<file path="src/rtl/stvl_map.svh">
// offsets, field positions, reset values and timing counts of the trip voting block
// assumes: included by bare name; apb data 32 bits, one aligned word per register
//
// What this block does
// - accept trips from flux, pressure, level, valves, discharge header, containment.
// - four flux sub-logics per trip system; each logic takes two of them.
// - each logic gets intermediate and power-range flux; mode picks which one counts.
// - four vessel high-pressure inputs, one per channel, two per trip system.
// - vessel low-level inputs arranged like high-pressure ones, two per trip system.
// - four stop valves, two channels each; either channel alone means closed.
// - stop valve trip only when three or four of four paths closed.
// - stop valve closure trips recirc pump only above the turbine power enable.
// - control valve fast closure trips only above the power enable, else ignored.
// - hydraulic controller drives fast closure; it also trips the recirc pump.
// - isolation lines route: A to A1,B1; B to A1,B2; C to A2,B1; D to A2,B2.
// - eight isolation valves, two channels each; either channel alone means closed.
// - logic trips on isolation only with a closed valve in both its lines.
// - any logic trips its own trip system; no shutdown without the other system.
// - two valves or two lines never shut down; three or four lines do.
// - isolation closure trip works only in run mode, masked otherwise.
// - shutdown needs one tripped logic in system A and one in system B.
// - protective action latches and clears only on operator reset.
// - with full shutdown present, refuse reset for ten seconds after it starts; power-up and single trips reset at once.
// - a tripped system de-energizes its actuator output; energized means not tripped.
`ifndef STVL_MAP_SVH
`define STVL_MAP_SVH

// register byte offsets
`define STVL_CTRL_OFS 12'h000
`define STVL_STATUS_OFS 12'h004
`define STVL_EVENT_OFS 12'h008
`define STVL_CAUSE_OFS 12'h00c

// control field positions
`define STVL_CTRL_MODE_LSB 0
`define STVL_CTRL_OPRST_BIT 8
`define STVL_CTRL_RESET 32'h0000_0000

// event bits (write one to clear)
`define STVL_EVT_REFUSED_BIT 0
`define STVL_EVT_SCRAM_BIT 1

// cause bit positions within a logic's byte
`define STVL_C_FLUX 0
`define STVL_C_HIPRESS 1
`define STVL_C_LOLEVEL 2
`define STVL_C_STOPV 3
`define STVL_C_CTRLV 4
`define STVL_C_ISOV 5
`define STVL_C_DISCH 6
`define STVL_C_CONTAIN 7

// timing: reset hold-off after a full shutdown
`define STVL_HOLD_TIME_S 10
`define STVL_CLK_HZ 10000000

`endif

</file>
<file path="src/rtl/stvl_pkg.sv">
// types shared by the trip voting block
// assumes: contact inputs high while closed (normal), low when opened (tripped)
package stvl_pkg;

  // reactor mode selection
  typedef enum logic [1:0] {MODE_SHUTDOWN, MODE_REFUEL, MODE_STARTUP, MODE_RUN} stvl_mode_t;

  // all sensor contacts, one bit per channel
  typedef struct packed {
    logic [3:0] turbPowerEnable;  // high: first-stage pressure above threshold
    logic [3:0] containHighPress;
    logic [3:0] dischargeHigh;
    logic [15:0] isoValveCh;      // line*4 + valve*2 + channel
    logic [3:0] ctrlValveFast;
    logic [7:0] stopValveCh;      // valve*2 + channel
    logic [3:0] vesselLowLevel;
    logic [3:0] vesselHighPress;
    logic [7:0] fluxPowerRange;   // power_range_flux_voter per sub-logic
    logic [7:0] fluxIntermediate; // intermediate_range_flux_channel per sub-logic
  } stvl_contacts_t;

  // trip outputs toward the actuators
  typedef struct packed {
    logic actuatorA;    // high: energized
    logic actuatorB;
    logic scram;
    logic recircPumpTripA;
    logic recircPumpTripB;
  } stvl_trip_out_t;

endpackage : stvl_pkg

</file>
<file path="src/rtl/stvl_sync.sv">
// two-stage synchronizer bank for the sensor contacts
// assumes: inputs are asynchronous pins; reset value is the safe (tripped) level
`timescale 1ns/1ps
module stvl_sync #(
  parameter int WIDTH = 64,
  parameter logic [WIDTH-1:0] SAFE_VAL = '0
) (
  input wire logic clk,
  input wire logic reset,
  input wire logic [WIDTH-1:0] asyncIn,
  output logic [WIDTH-1:0] syncOut
);

  logic [WIDTH-1:0] stage1_reg;

  // first stage feeds only the second stage
  always_ff @(posedge clk or posedge reset)
  begin
    if (reset)
    begin
      stage1_reg <= SAFE_VAL;
      syncOut <= SAFE_VAL;
    end
    else
    begin
      stage1_reg <= asyncIn;
      syncOut <= stage1_reg;
    end
  end

endmodule : stvl_sync

</file>
<file path="src/rtl/stvl_top.sv">
// trip voting logic: sensor voting, trip-system latches, apb register slave
// assumes: apb master on clk; sensor contacts asynchronous, high while normal
//
// The register offsets and the APB register port were chosen for this implementation.
`include "stvl_map.svh"
`timescale 1ns/1ps
module stvl_top #(
  parameter int unsigned HOLD_CYCLES = `STVL_HOLD_TIME_S * `STVL_CLK_HZ
) (
  input wire logic clk,
  input wire logic reset,
  input wire logic psel,
  input wire logic penable,
  input wire logic pwrite,
  input wire logic [11:0] paddr,
  input wire logic [31:0] pwdata,
  output logic [31:0] prdata,
  output logic pready,
  output logic pslverr,
  input wire stvl_pkg::stvl_contacts_t contactsRaw,
  output stvl_pkg::stvl_trip_out_t tripOut
);

  localparam int HW = $clog2(HOLD_CYCLES + 1);
  localparam logic [HW-1:0] HOLD_LOAD = HW'(HOLD_CYCLES);
  // safe level: every contact opened, power enable asserted so gated trips stay armed
  localparam stvl_pkg::stvl_contacts_t SAFE = '{turbPowerEnable: 4'hf, default: '0};

  // ********************************************
  // functions
  // ********************************************

  // a valve is closed when either of its two channels has opened
  function automatic logic valveClosed(input logic [1:0] ch);
    valveClosed = ~(ch[0] & ch[1]);
  endfunction : valveClosed

  // three or four of four set
  function automatic logic atLeastThree(input logic [3:0] v);
    logic [2:0] n;
    n = 3'h0;
    for (int i = 0; i < 4; i++)
      n = n + {2'h0, v[i]};
    atLeastThree = (n >= 3'h3);
  endfunction : atLeastThree

  // ********************************************
  // input synchronizers
  // ********************************************

  stvl_pkg::stvl_contacts_t contactsSync;

  stvl_sync #(
    .WIDTH($bits(stvl_pkg::stvl_contacts_t)),
    .SAFE_VAL(SAFE)
  ) u_sync (
    .clk(clk),
    .reset(reset),
    .asyncIn(contactsRaw),
    .syncOut(contactsSync)
  );

  // ********************************************
  // registers and bus decode
  // ********************************************

  stvl_pkg::stvl_mode_t mode_reg;
  logic opReset_reg;
  logic [1:0] event_reg;
  logic [1:0] event_next;
  logic [31:0] prdata_reg;
  logic pslverr_reg;
  logic [3:0] logicLatch_reg;
  logic [3:0] logicLatch_next;
  logic [1:0] pumpLatch_reg;
  logic [1:0] pumpLatch_next;
  logic [HW-1:0] holdCount_reg;
  logic scramPrev_reg;
  logic [3:0] logicTripRaw;
  logic [3:0] pumpTripRaw;
  logic [31:0] causeVec;
  logic [3:0] lineClosed;
  logic [3:0] stopClosed;
  logic stopVote;
  logic sysTripA;
  logic sysTripB;
  logic scramNow;
  logic holdActive;
  logic resetAccept;
  logic resetRefused;
  logic wrAccess;
  logic setupPhase;
  logic addrHit;

  assign wrAccess = psel & penable & pwrite;
  assign setupPhase = psel & ~penable;
  assign pready = 1'b1;
  assign prdata = prdata_reg;
  assign pslverr = pslverr_reg;
  assign addrHit = (paddr == `STVL_CTRL_OFS) | (paddr == `STVL_STATUS_OFS) |
                   (paddr == `STVL_EVENT_OFS) | (paddr == `STVL_CAUSE_OFS);

  // mode field; operator reset is a self-clearing one-cycle pulse
  always_ff @(posedge clk or posedge reset)
  begin
    if (reset)
    begin
      mode_reg <= stvl_pkg::MODE_SHUTDOWN;
      opReset_reg <= 1'b0;
    end
    else
    begin
      opReset_reg <= wrAccess & (paddr == `STVL_CTRL_OFS) & pwdata[`STVL_CTRL_OPRST_BIT];
      if (wrAccess && paddr == `STVL_CTRL_OFS)
        mode_reg <= stvl_pkg::stvl_mode_t'(pwdata[`STVL_CTRL_MODE_LSB +: 2]);
    end
  end

  // sticky events: a new event wins over a clear in the same cycle
  always_comb
  begin
    event_next = event_reg;
    if (wrAccess && paddr == `STVL_EVENT_OFS)
      event_next = event_reg & ~pwdata[1:0];
    event_next[`STVL_EVT_REFUSED_BIT] = event_next[`STVL_EVT_REFUSED_BIT] | resetRefused;
    event_next[`STVL_EVT_SCRAM_BIT] = event_next[`STVL_EVT_SCRAM_BIT] | (scramNow & ~scramPrev_reg);
  end

  always_ff @(posedge clk or posedge reset)
  begin
    if (reset)
      event_reg <= 2'h0;
    else
      event_reg <= event_next;
  end

  // read data captured in the setup cycle, presented in the access cycle
  always_ff @(posedge clk or posedge reset)
  begin
    if (reset)
    begin
      prdata_reg <= 32'h0000_0000;
      pslverr_reg <= 1'b0;
    end
    else if (setupPhase)
    begin
      pslverr_reg <= ~addrHit;
      case (paddr)
        `STVL_CTRL_OFS: prdata_reg <= {30'h0, mode_reg};
        `STVL_STATUS_OFS: prdata_reg <= {22'h0, holdActive, pumpLatch_reg, scramNow,
                                          sysTripB, sysTripA, logicLatch_reg};
        `STVL_EVENT_OFS: prdata_reg <= {30'h0, event_reg};
        `STVL_CAUSE_OFS: prdata_reg <= causeVec;
        default: prdata_reg <= 32'h0000_0000;
      endcase
    end
  end

  // ********************************************
  // voting
  // ********************************************

  // steam paths: stop valves and isolation lines
  always_comb
  begin
    for (int v = 0; v < 4; v++)
      stopClosed[v] = valveClosed(contactsSync.stopValveCh[2*v +: 2]);
    for (int l = 0; l < 4; l++)
      lineClosed[l] = valveClosed(contactsSync.isoValveCh[4*l +: 2]) |
                      valveClosed(contactsSync.isoValveCh[4*l+2 +: 2]);
  end

  assign stopVote = atLeastThree(stopClosed);

  // per logic causes; logic index 0..3 is A1, A2, B1, B2 and also the channel index
  always_comb
  begin
    logic [1:0] lineA;
    logic [1:0] lineB;
    logic [1:0] fluxSub;
    logic pwrEn;
    lineA = 2'd0;
    lineB = 2'd1;
    fluxSub = 2'h0;
    pwrEn = 1'b0;
    causeVec = 32'h0000_0000;
    pumpTripRaw = 4'h0;
    for (int g = 0; g < 4; g++)
    begin
      // isolation line pairs per logic
      case (g)
        0: begin lineA = 2'd0; lineB = 2'd1; end
        1: begin lineA = 2'd2; lineB = 2'd3; end
        2: begin lineA = 2'd0; lineB = 2'd2; end
        default: begin lineA = 2'd1; lineB = 2'd3; end
      endcase
      // each sub-logic passes power-range in run mode, intermediate range otherwise
      for (int s = 0; s < 2; s++)
        fluxSub[s] = (mode_reg == stvl_pkg::MODE_RUN) ?
                     ~contactsSync.fluxPowerRange[2*g+s] : ~contactsSync.fluxIntermediate[2*g+s];
      pwrEn = contactsSync.turbPowerEnable[g];
      causeVec[8*g + `STVL_C_FLUX] = |fluxSub;
      causeVec[8*g + `STVL_C_HIPRESS] = ~contactsSync.vesselHighPress[g];
      causeVec[8*g + `STVL_C_LOLEVEL] = ~contactsSync.vesselLowLevel[g];
      causeVec[8*g + `STVL_C_STOPV] = stopVote & pwrEn;
      causeVec[8*g + `STVL_C_CTRLV] = ~contactsSync.ctrlValveFast[g] & pwrEn;
      causeVec[8*g + `STVL_C_ISOV] = lineClosed[lineA] & lineClosed[lineB] &
                                     (mode_reg == stvl_pkg::MODE_RUN);
      causeVec[8*g + `STVL_C_DISCH] = ~contactsSync.dischargeHigh[g];
      causeVec[8*g + `STVL_C_CONTAIN] = ~contactsSync.containHighPress[g];
      pumpTripRaw[g] = (stopVote | ~contactsSync.ctrlValveFast[g]) & pwrEn;
    end
  end

  always_comb
  begin
    for (int g = 0; g < 4; g++)
      logicTripRaw[g] = |causeVec[8*g +: 8];
  end

  // ********************************************
  // latches, reset hold-off, outputs
  // ********************************************

  // one-out-of-two per system, both systems for a shutdown
  assign sysTripA = logicLatch_reg[0] | logicLatch_reg[1];
  assign sysTripB = logicLatch_reg[2] | logicLatch_reg[3];
  assign scramNow = sysTripA & sysTripB;
  assign holdActive = (holdCount_reg != '0);
  // single-system trips reset at once; a full shutdown waits out the hold
  assign resetRefused = opReset_reg & scramNow & holdActive;
  assign resetAccept = opReset_reg & ~resetRefused;

  // a present trip condition wins over a reset, so reset only clears cleared causes
  assign logicLatch_next = logicTripRaw | (logicLatch_reg & ~{4{resetAccept}});
  assign pumpLatch_next = {|pumpTripRaw[3:2], |pumpTripRaw[1:0]} |
                          (pumpLatch_reg & ~{2{resetAccept}});

  // power-up comes up tripped and waits for an operator reset
  always_ff @(posedge clk or posedge reset)
  begin
    if (reset)
    begin
      logicLatch_reg <= 4'hf;
      pumpLatch_reg <= 2'h3;
    end
    else
    begin
      logicLatch_reg <= logicLatch_next;
      pumpLatch_reg <= pumpLatch_next;
    end
  end

  // hold-off counter starts on the shutdown edge; idle after reset so power-up can be reset
  always_ff @(posedge clk or posedge reset)
  begin
    if (reset)
    begin
      holdCount_reg <= '0;
      scramPrev_reg <= 1'b1;
    end
    else
    begin
      scramPrev_reg <= scramNow;
      if (scramNow && !scramPrev_reg)
        holdCount_reg <= HOLD_LOAD;
      else if (holdActive)
        holdCount_reg <= holdCount_reg - HW'(1);
    end
  end

  // outputs registered from the latches; energized means not tripped
  always_ff @(posedge clk or posedge reset)
  begin
    if (reset)
      tripOut <= '{actuatorA: 1'b0, actuatorB: 1'b0, scram: 1'b1, recircPumpTripA: 1'b1,
                   recircPumpTripB: 1'b1};
    else
      tripOut <= '{actuatorA: ~sysTripA, actuatorB: ~sysTripB, scram: scramNow,
                   recircPumpTripA: pumpLatch_reg[0], recircPumpTripB: pumpLatch_reg[1]};
  end

  // ********************************************
  // assertions
  // ********************************************

  // a reset accepted once the cause has gone may clear the latch on the second edge
  trip_latches_a: assert property (@(posedge clk) disable iff (reset)
    logicTripRaw[0] |=> logicLatch_reg[0] ##1 (logicLatch_reg[0] || $past(resetAccept)))
    else $error("logic trip not latched");
  latch_holds_a: assert property (@(posedge clk) disable iff (reset)
    (logicLatch_reg[2] && !opReset_reg) |=> logicLatch_reg[2]) else $error("latch dropped without reset");
  one_of_two_a: assert property (@(posedge clk) disable iff (reset)
    logicLatch_reg[1] |=> !tripOut.actuatorA) else $error("actuator A energized with tripped logic");
  two_systems_a: assert property (@(posedge clk) disable iff (reset)
    (!sysTripB) |=> !tripOut.scram) else $error("shutdown with system B clear");
  hold_window_a: assert property (@(posedge clk) disable iff (reset)
    $rose(scramNow) |=> holdActive [*8]) else $error("hold-off not started");
  refuse_reset_a: assert property (@(posedge clk) disable iff (reset)
    resetRefused |=> scramNow) else $error("reset accepted during hold-off");
  iso_run_only_a: assert property (@(posedge clk) disable iff (reset)
    (mode_reg != stvl_pkg::MODE_RUN) |-> !causeVec[8 + `STVL_C_ISOV]) else $error("isolation trip outside run");
  ctrl_enable_a: assert property (@(posedge clk) disable iff (reset)
    !contactsSync.turbPowerEnable[0] |-> !causeVec[`STVL_C_CTRLV]) else $error("fast closure trip while bypassed");
  stop_vote_a: assert property (@(posedge clk) disable iff (reset)
    (stopClosed == 4'h3) |-> !stopVote) else $error("two stop valves caused a vote");
  sync_depth_a: assert property (@(posedge clk) disable iff (reset)
    $past(reset, 2) == 1'b0 |-> contactsSync == $past(contactsRaw, 2)) else $error("synchronizer depth wrong");
  pump_trip_a: assert property (@(posedge clk) disable iff (reset)
    pumpTripRaw[3] |=> ##1 tripOut.recircPumpTripB) else $error("recirc pump trip missing");

  scram_seen_c: cover property (@(posedge clk) disable iff (reset) $rose(tripOut.scram));
  refused_seen_c: cover property (@(posedge clk) disable iff (reset) resetRefused);
  accept_seen_c: cover property (@(posedge clk) disable iff (reset) resetAccept && !logicTripRaw[0]);
  iso_seen_c: cover property (@(posedge clk) disable iff (reset) causeVec[16 + `STVL_C_ISOV]);

endmodule : stvl_top

</file>
<file path="config.mk">
export PLATFORM = sky130hd
export DESIGN_NAME = stvl_top
export DESIGN_NICKNAME = d
export VERILOG_FILES = /design/src/rtl/stvl_pkg.sv /design/src/rtl/stvl_sync.sv /design/src/rtl/stvl_top.sv
export VERILOG_INCLUDE_DIRS = /design/src /design/src/rtl
export SDC_FILE = /design/constraint.sdc
export NUM_CORES = 1
export LEC_CHECK = 0
export ABC_AREA = 1
export BUFFER_PORTS_ARGS = -buffer_cell sky130_fd_sc_hd__buf_4
export CAP_MARGIN = 0
export CORE_MARGIN = 2
export CORE_UTILIZATION = 40
export DETAILED_ROUTE_END_ITERATION = 7
export GPL_TIMING_DRIVEN = 0
export PLACE_DENSITY = 0.66
export SLEW_MARGIN = 20
export SYNTH_ARGS = -nofsm -noshare
export SYNTH_HDL_FRONTEND = slang
export SYNTH_SLANG_ARGS = --single-unit
export TNS_END_PERCENT = 1
</file>
<file path="constraint.sdc">
create_clock -name clk -period 10 [get_ports clk]
set_input_delay 2 -clock clk [delete_from_list [all_inputs] [get_ports clk]]
set_output_delay 2 -clock clk [all_outputs]
set_load 0.01 [all_outputs]
</file>
==> impl_metrics.json <==
{
  "area_growth_pct": 26.5,
  "netlist_instances": 690,
  "wire_per_inst_um": 14.2,
  "htreeDepth": 1,
  "crit_arrival_ns": 1.25,
  "cts_made_buffers": 21,
  "diodes": 0,
  "worstSetupEndpoint": "tripOut[2]",
  "clk_path_buf_depth": 3,
  "tightest_slew_ns": 0.622,
  "final_antenna_net_count": 0,
  "core_um2": 18000,
  "dieWidth_um": 140,
  "hold_buffers": 0,
  "r2r_slack_ns": 7.31,
  "cts_tree": "built",
  "critPathKind": "reg2out",
  "hold-path-cell-count": 0,
  "cpMostUsedCell": "buf_4",
  "min_from": "u_sync.stage1_reg[33]",
  "die-area_um2": 19600,
  "grt_overflow": 0,
  "dp_hpwl_um": 11200,
  "grt_pass1_wl_um": 25500,
  "first_pass_iters": 4,
  "multi_input_area_um2": 1980,
  "fin_crit_ns": 3.25,
  "slew_violations": 0,
  "synth_edf_count": 0,
  "drcViolationCount": 0,
  "setup.worst_path.start": "scramPrev_reg",
  "cp_cell_sequence": "buf_4, buf_4",
  "io_pins": 152,
  "avgSynthCellArea_um2": 10.7,
  "max-cap-violations": 0,
  "die_y_um": 140,
  "grt_max_degree": 112,
  "routed_via_density": 4.58,
  "seq_area_um2": 5130,
  "worstPathRequired_ns": 8.00,
  "clk_transition_reported_paths_ns": 0.07,
  "finish.utilization_pct": 51.8,
  "drive_gt1_share_pct": 24.7,
  "skew_ns": 0.00909,
  "start_util_pct": 41.0,
  "power_uw": 1730,
  "synth_top_area_share_pct": 63.3,
  "slowest_stage": "dfstp_2",
  "async_flop_share_pct": 100,
  "nets": 952,
  "reg2reg_depth": 14,
  "synth-main-ff-cell": "dfrtp_1",
  "rows": 49,
  "insertion_delay_ns": 0.49,
  "wirelength_um": 15300,
  "slew_headroom_pct": 58.5,
  "yosysSeqAreaShare_pct": 69.4,
  "drt_iter0_markers": 248,
  "power.leakage_uw": 0.00453,
  "hp-class": "reg2reg",
  "peakVddDrop_mv": 0.124,
  "ys.warnings.count": 0,
  "final.setup.tns_ns": 0,
  "r2r_start": "u_sync.syncOut[24]",
  "cts_setup_buffers": 0,
  "vias": 4938,
  "placedCellCount": 1041,
  "fin_crit_sh_pct": 32.5,
  "ys_types": 37,
  "antenna_found_initial": 0,
  "hold_viol": 0,
  "fmax_ghz": 0.308,
  "startpoint_type": "register",
  "rr_endpoint": "logicLatch_reg[2]",
  "grt_setup_unrepaired": "false",
  "root_buffer": "clkbuf_16",
  "syn_nets": 807,
  "endpoint_kind": "output port",
  "grt_usage_pct": 16.2,
  "ys_seq_elements": 204,
  "critPathMaxStageDelay_ns": 0.56,
  "place_congestion": 0.865,
  "power_density_nw_per_um2": 185,
  "grt_pass1_vias": 5036,
  "synth.area.top_cells": "dfrtp_1 (63%), nand2_1 (9.1%), dfstp_2 (6.0%)",
  "setup_viol": 0,
  "instances_no_fill": 1079,
  "status": "finished clean",
  "fill_cells": 1676,
  "cp_max_fo": 2,
  "ctsResizeCount": 0,
  "cts_sinks": 204,
  "yosysTopAreaCell": "dfrtp_1",
  "syn_area_um2": 7390,
  "port_buffers": 121
}
[cell families after synthesis]
group / count (synthesis) / synth area share, %
xor gates and xnor gates: 5 / 0.593
AOI/OAI and AO/OA: 69 / 4.96
buffers and inverters: 68 / 3.81
other: 1 / 0.0507
adders and majority gates: 4 / 0.779
DFF: 204 / 69.4
and+or+nand+nor: 339 / 20.4
[worst min path at each step]
stage                          to
2_1_floorplan   u_sync.syncOut[0]
3_3_place_gp   u_sync.syncOut[35]
3_5_place_dp    u_sync.syncOut[0]
4_1_cts        u_sync.syncOut[33]
5_1_grt        u_sync.syncOut[33]
6_report       u_sync.syncOut[33]
[power by group]
part	internal [µW]	total, µW	switching, µW
registers	853	861	7.82
clock network	485	800	315
logic	28.5	66.3	37.9
[metrics by stage]
step	instance area, µm²	hold slack, ns	worst slack, ns
after detailed placement	8620	0.335	6.59
after global routing	9350	0.349	6.72
after CTS	9350	0.343	6.73
final	9350	0.341	6.75
after global placement	8580	0.332	0.516
after floorplan	7390	0.331	2.46
[synthesized netlist by cell type, types with 3 or more instances]
master      n
a21oi_1    12
buf_2       3
buf_4       4
clkbuf_1    3
dfrtp_1   187
dfstp_2    17
ha_1        3
inv_1      54
inv_2       3
nand2_1   179
nand2_2     6
nand3_1    37
nand3b_1    3
nand4_1    10
nor2_1     72
nor2_2      5
nor2_4      6
nor3_1     10
o21ai_0    34
o21ai_1    15
xor2_1      5
[worst max-delay path, delay by kind of cell (launching register included)]
family	cells	cell delay [ns]
buffers and inverters	2	0.20
flip-flops	1	0.56
[metal layers]
layer	global-route usage (%)	share of wire, %
met4	3.79	1.8
met2	25.5	46
met1	22.7	44
met3	4.62	7.7
met5	0	0
[area by class of cell]
cell class / count / area share, %
multi-input cells: 418 / 21.2
clock buffers: 25 / 6.00
repair buffers: 122 / 10.0
well taps: 229 / 3.07
inverters: 57 / 2.37
clock inverters: 13 / 1.77
flip-flops and latches: 204 / 54.9
plain buffers: 11 / 0.723
[cell usage in the layout (no fill, tap or decap), types with 6 or more instances in the layout]
cell | netlist | routed
nand3_1 | 37 | 37
nand2_1 | 179 | 179
clkbuf_16 | 0 | 21
nor2_1 | 72 | 72
o21ai_0 | 34 | 34
o21ai_1 | 15 | 15
dfstp_2 | 17 | 17
a21oi_1 | 12 | 12
nor3_1 | 10 | 10
dfrtp_1 | 187 | 187
inv_1 | 54 | 53
nand4_1 | 10 | 10
buf_4 | 4 | 125
nor2_4 | 6 | 6
nand2_2 | 6 | 6
Power figures use the tool's default switching activity.
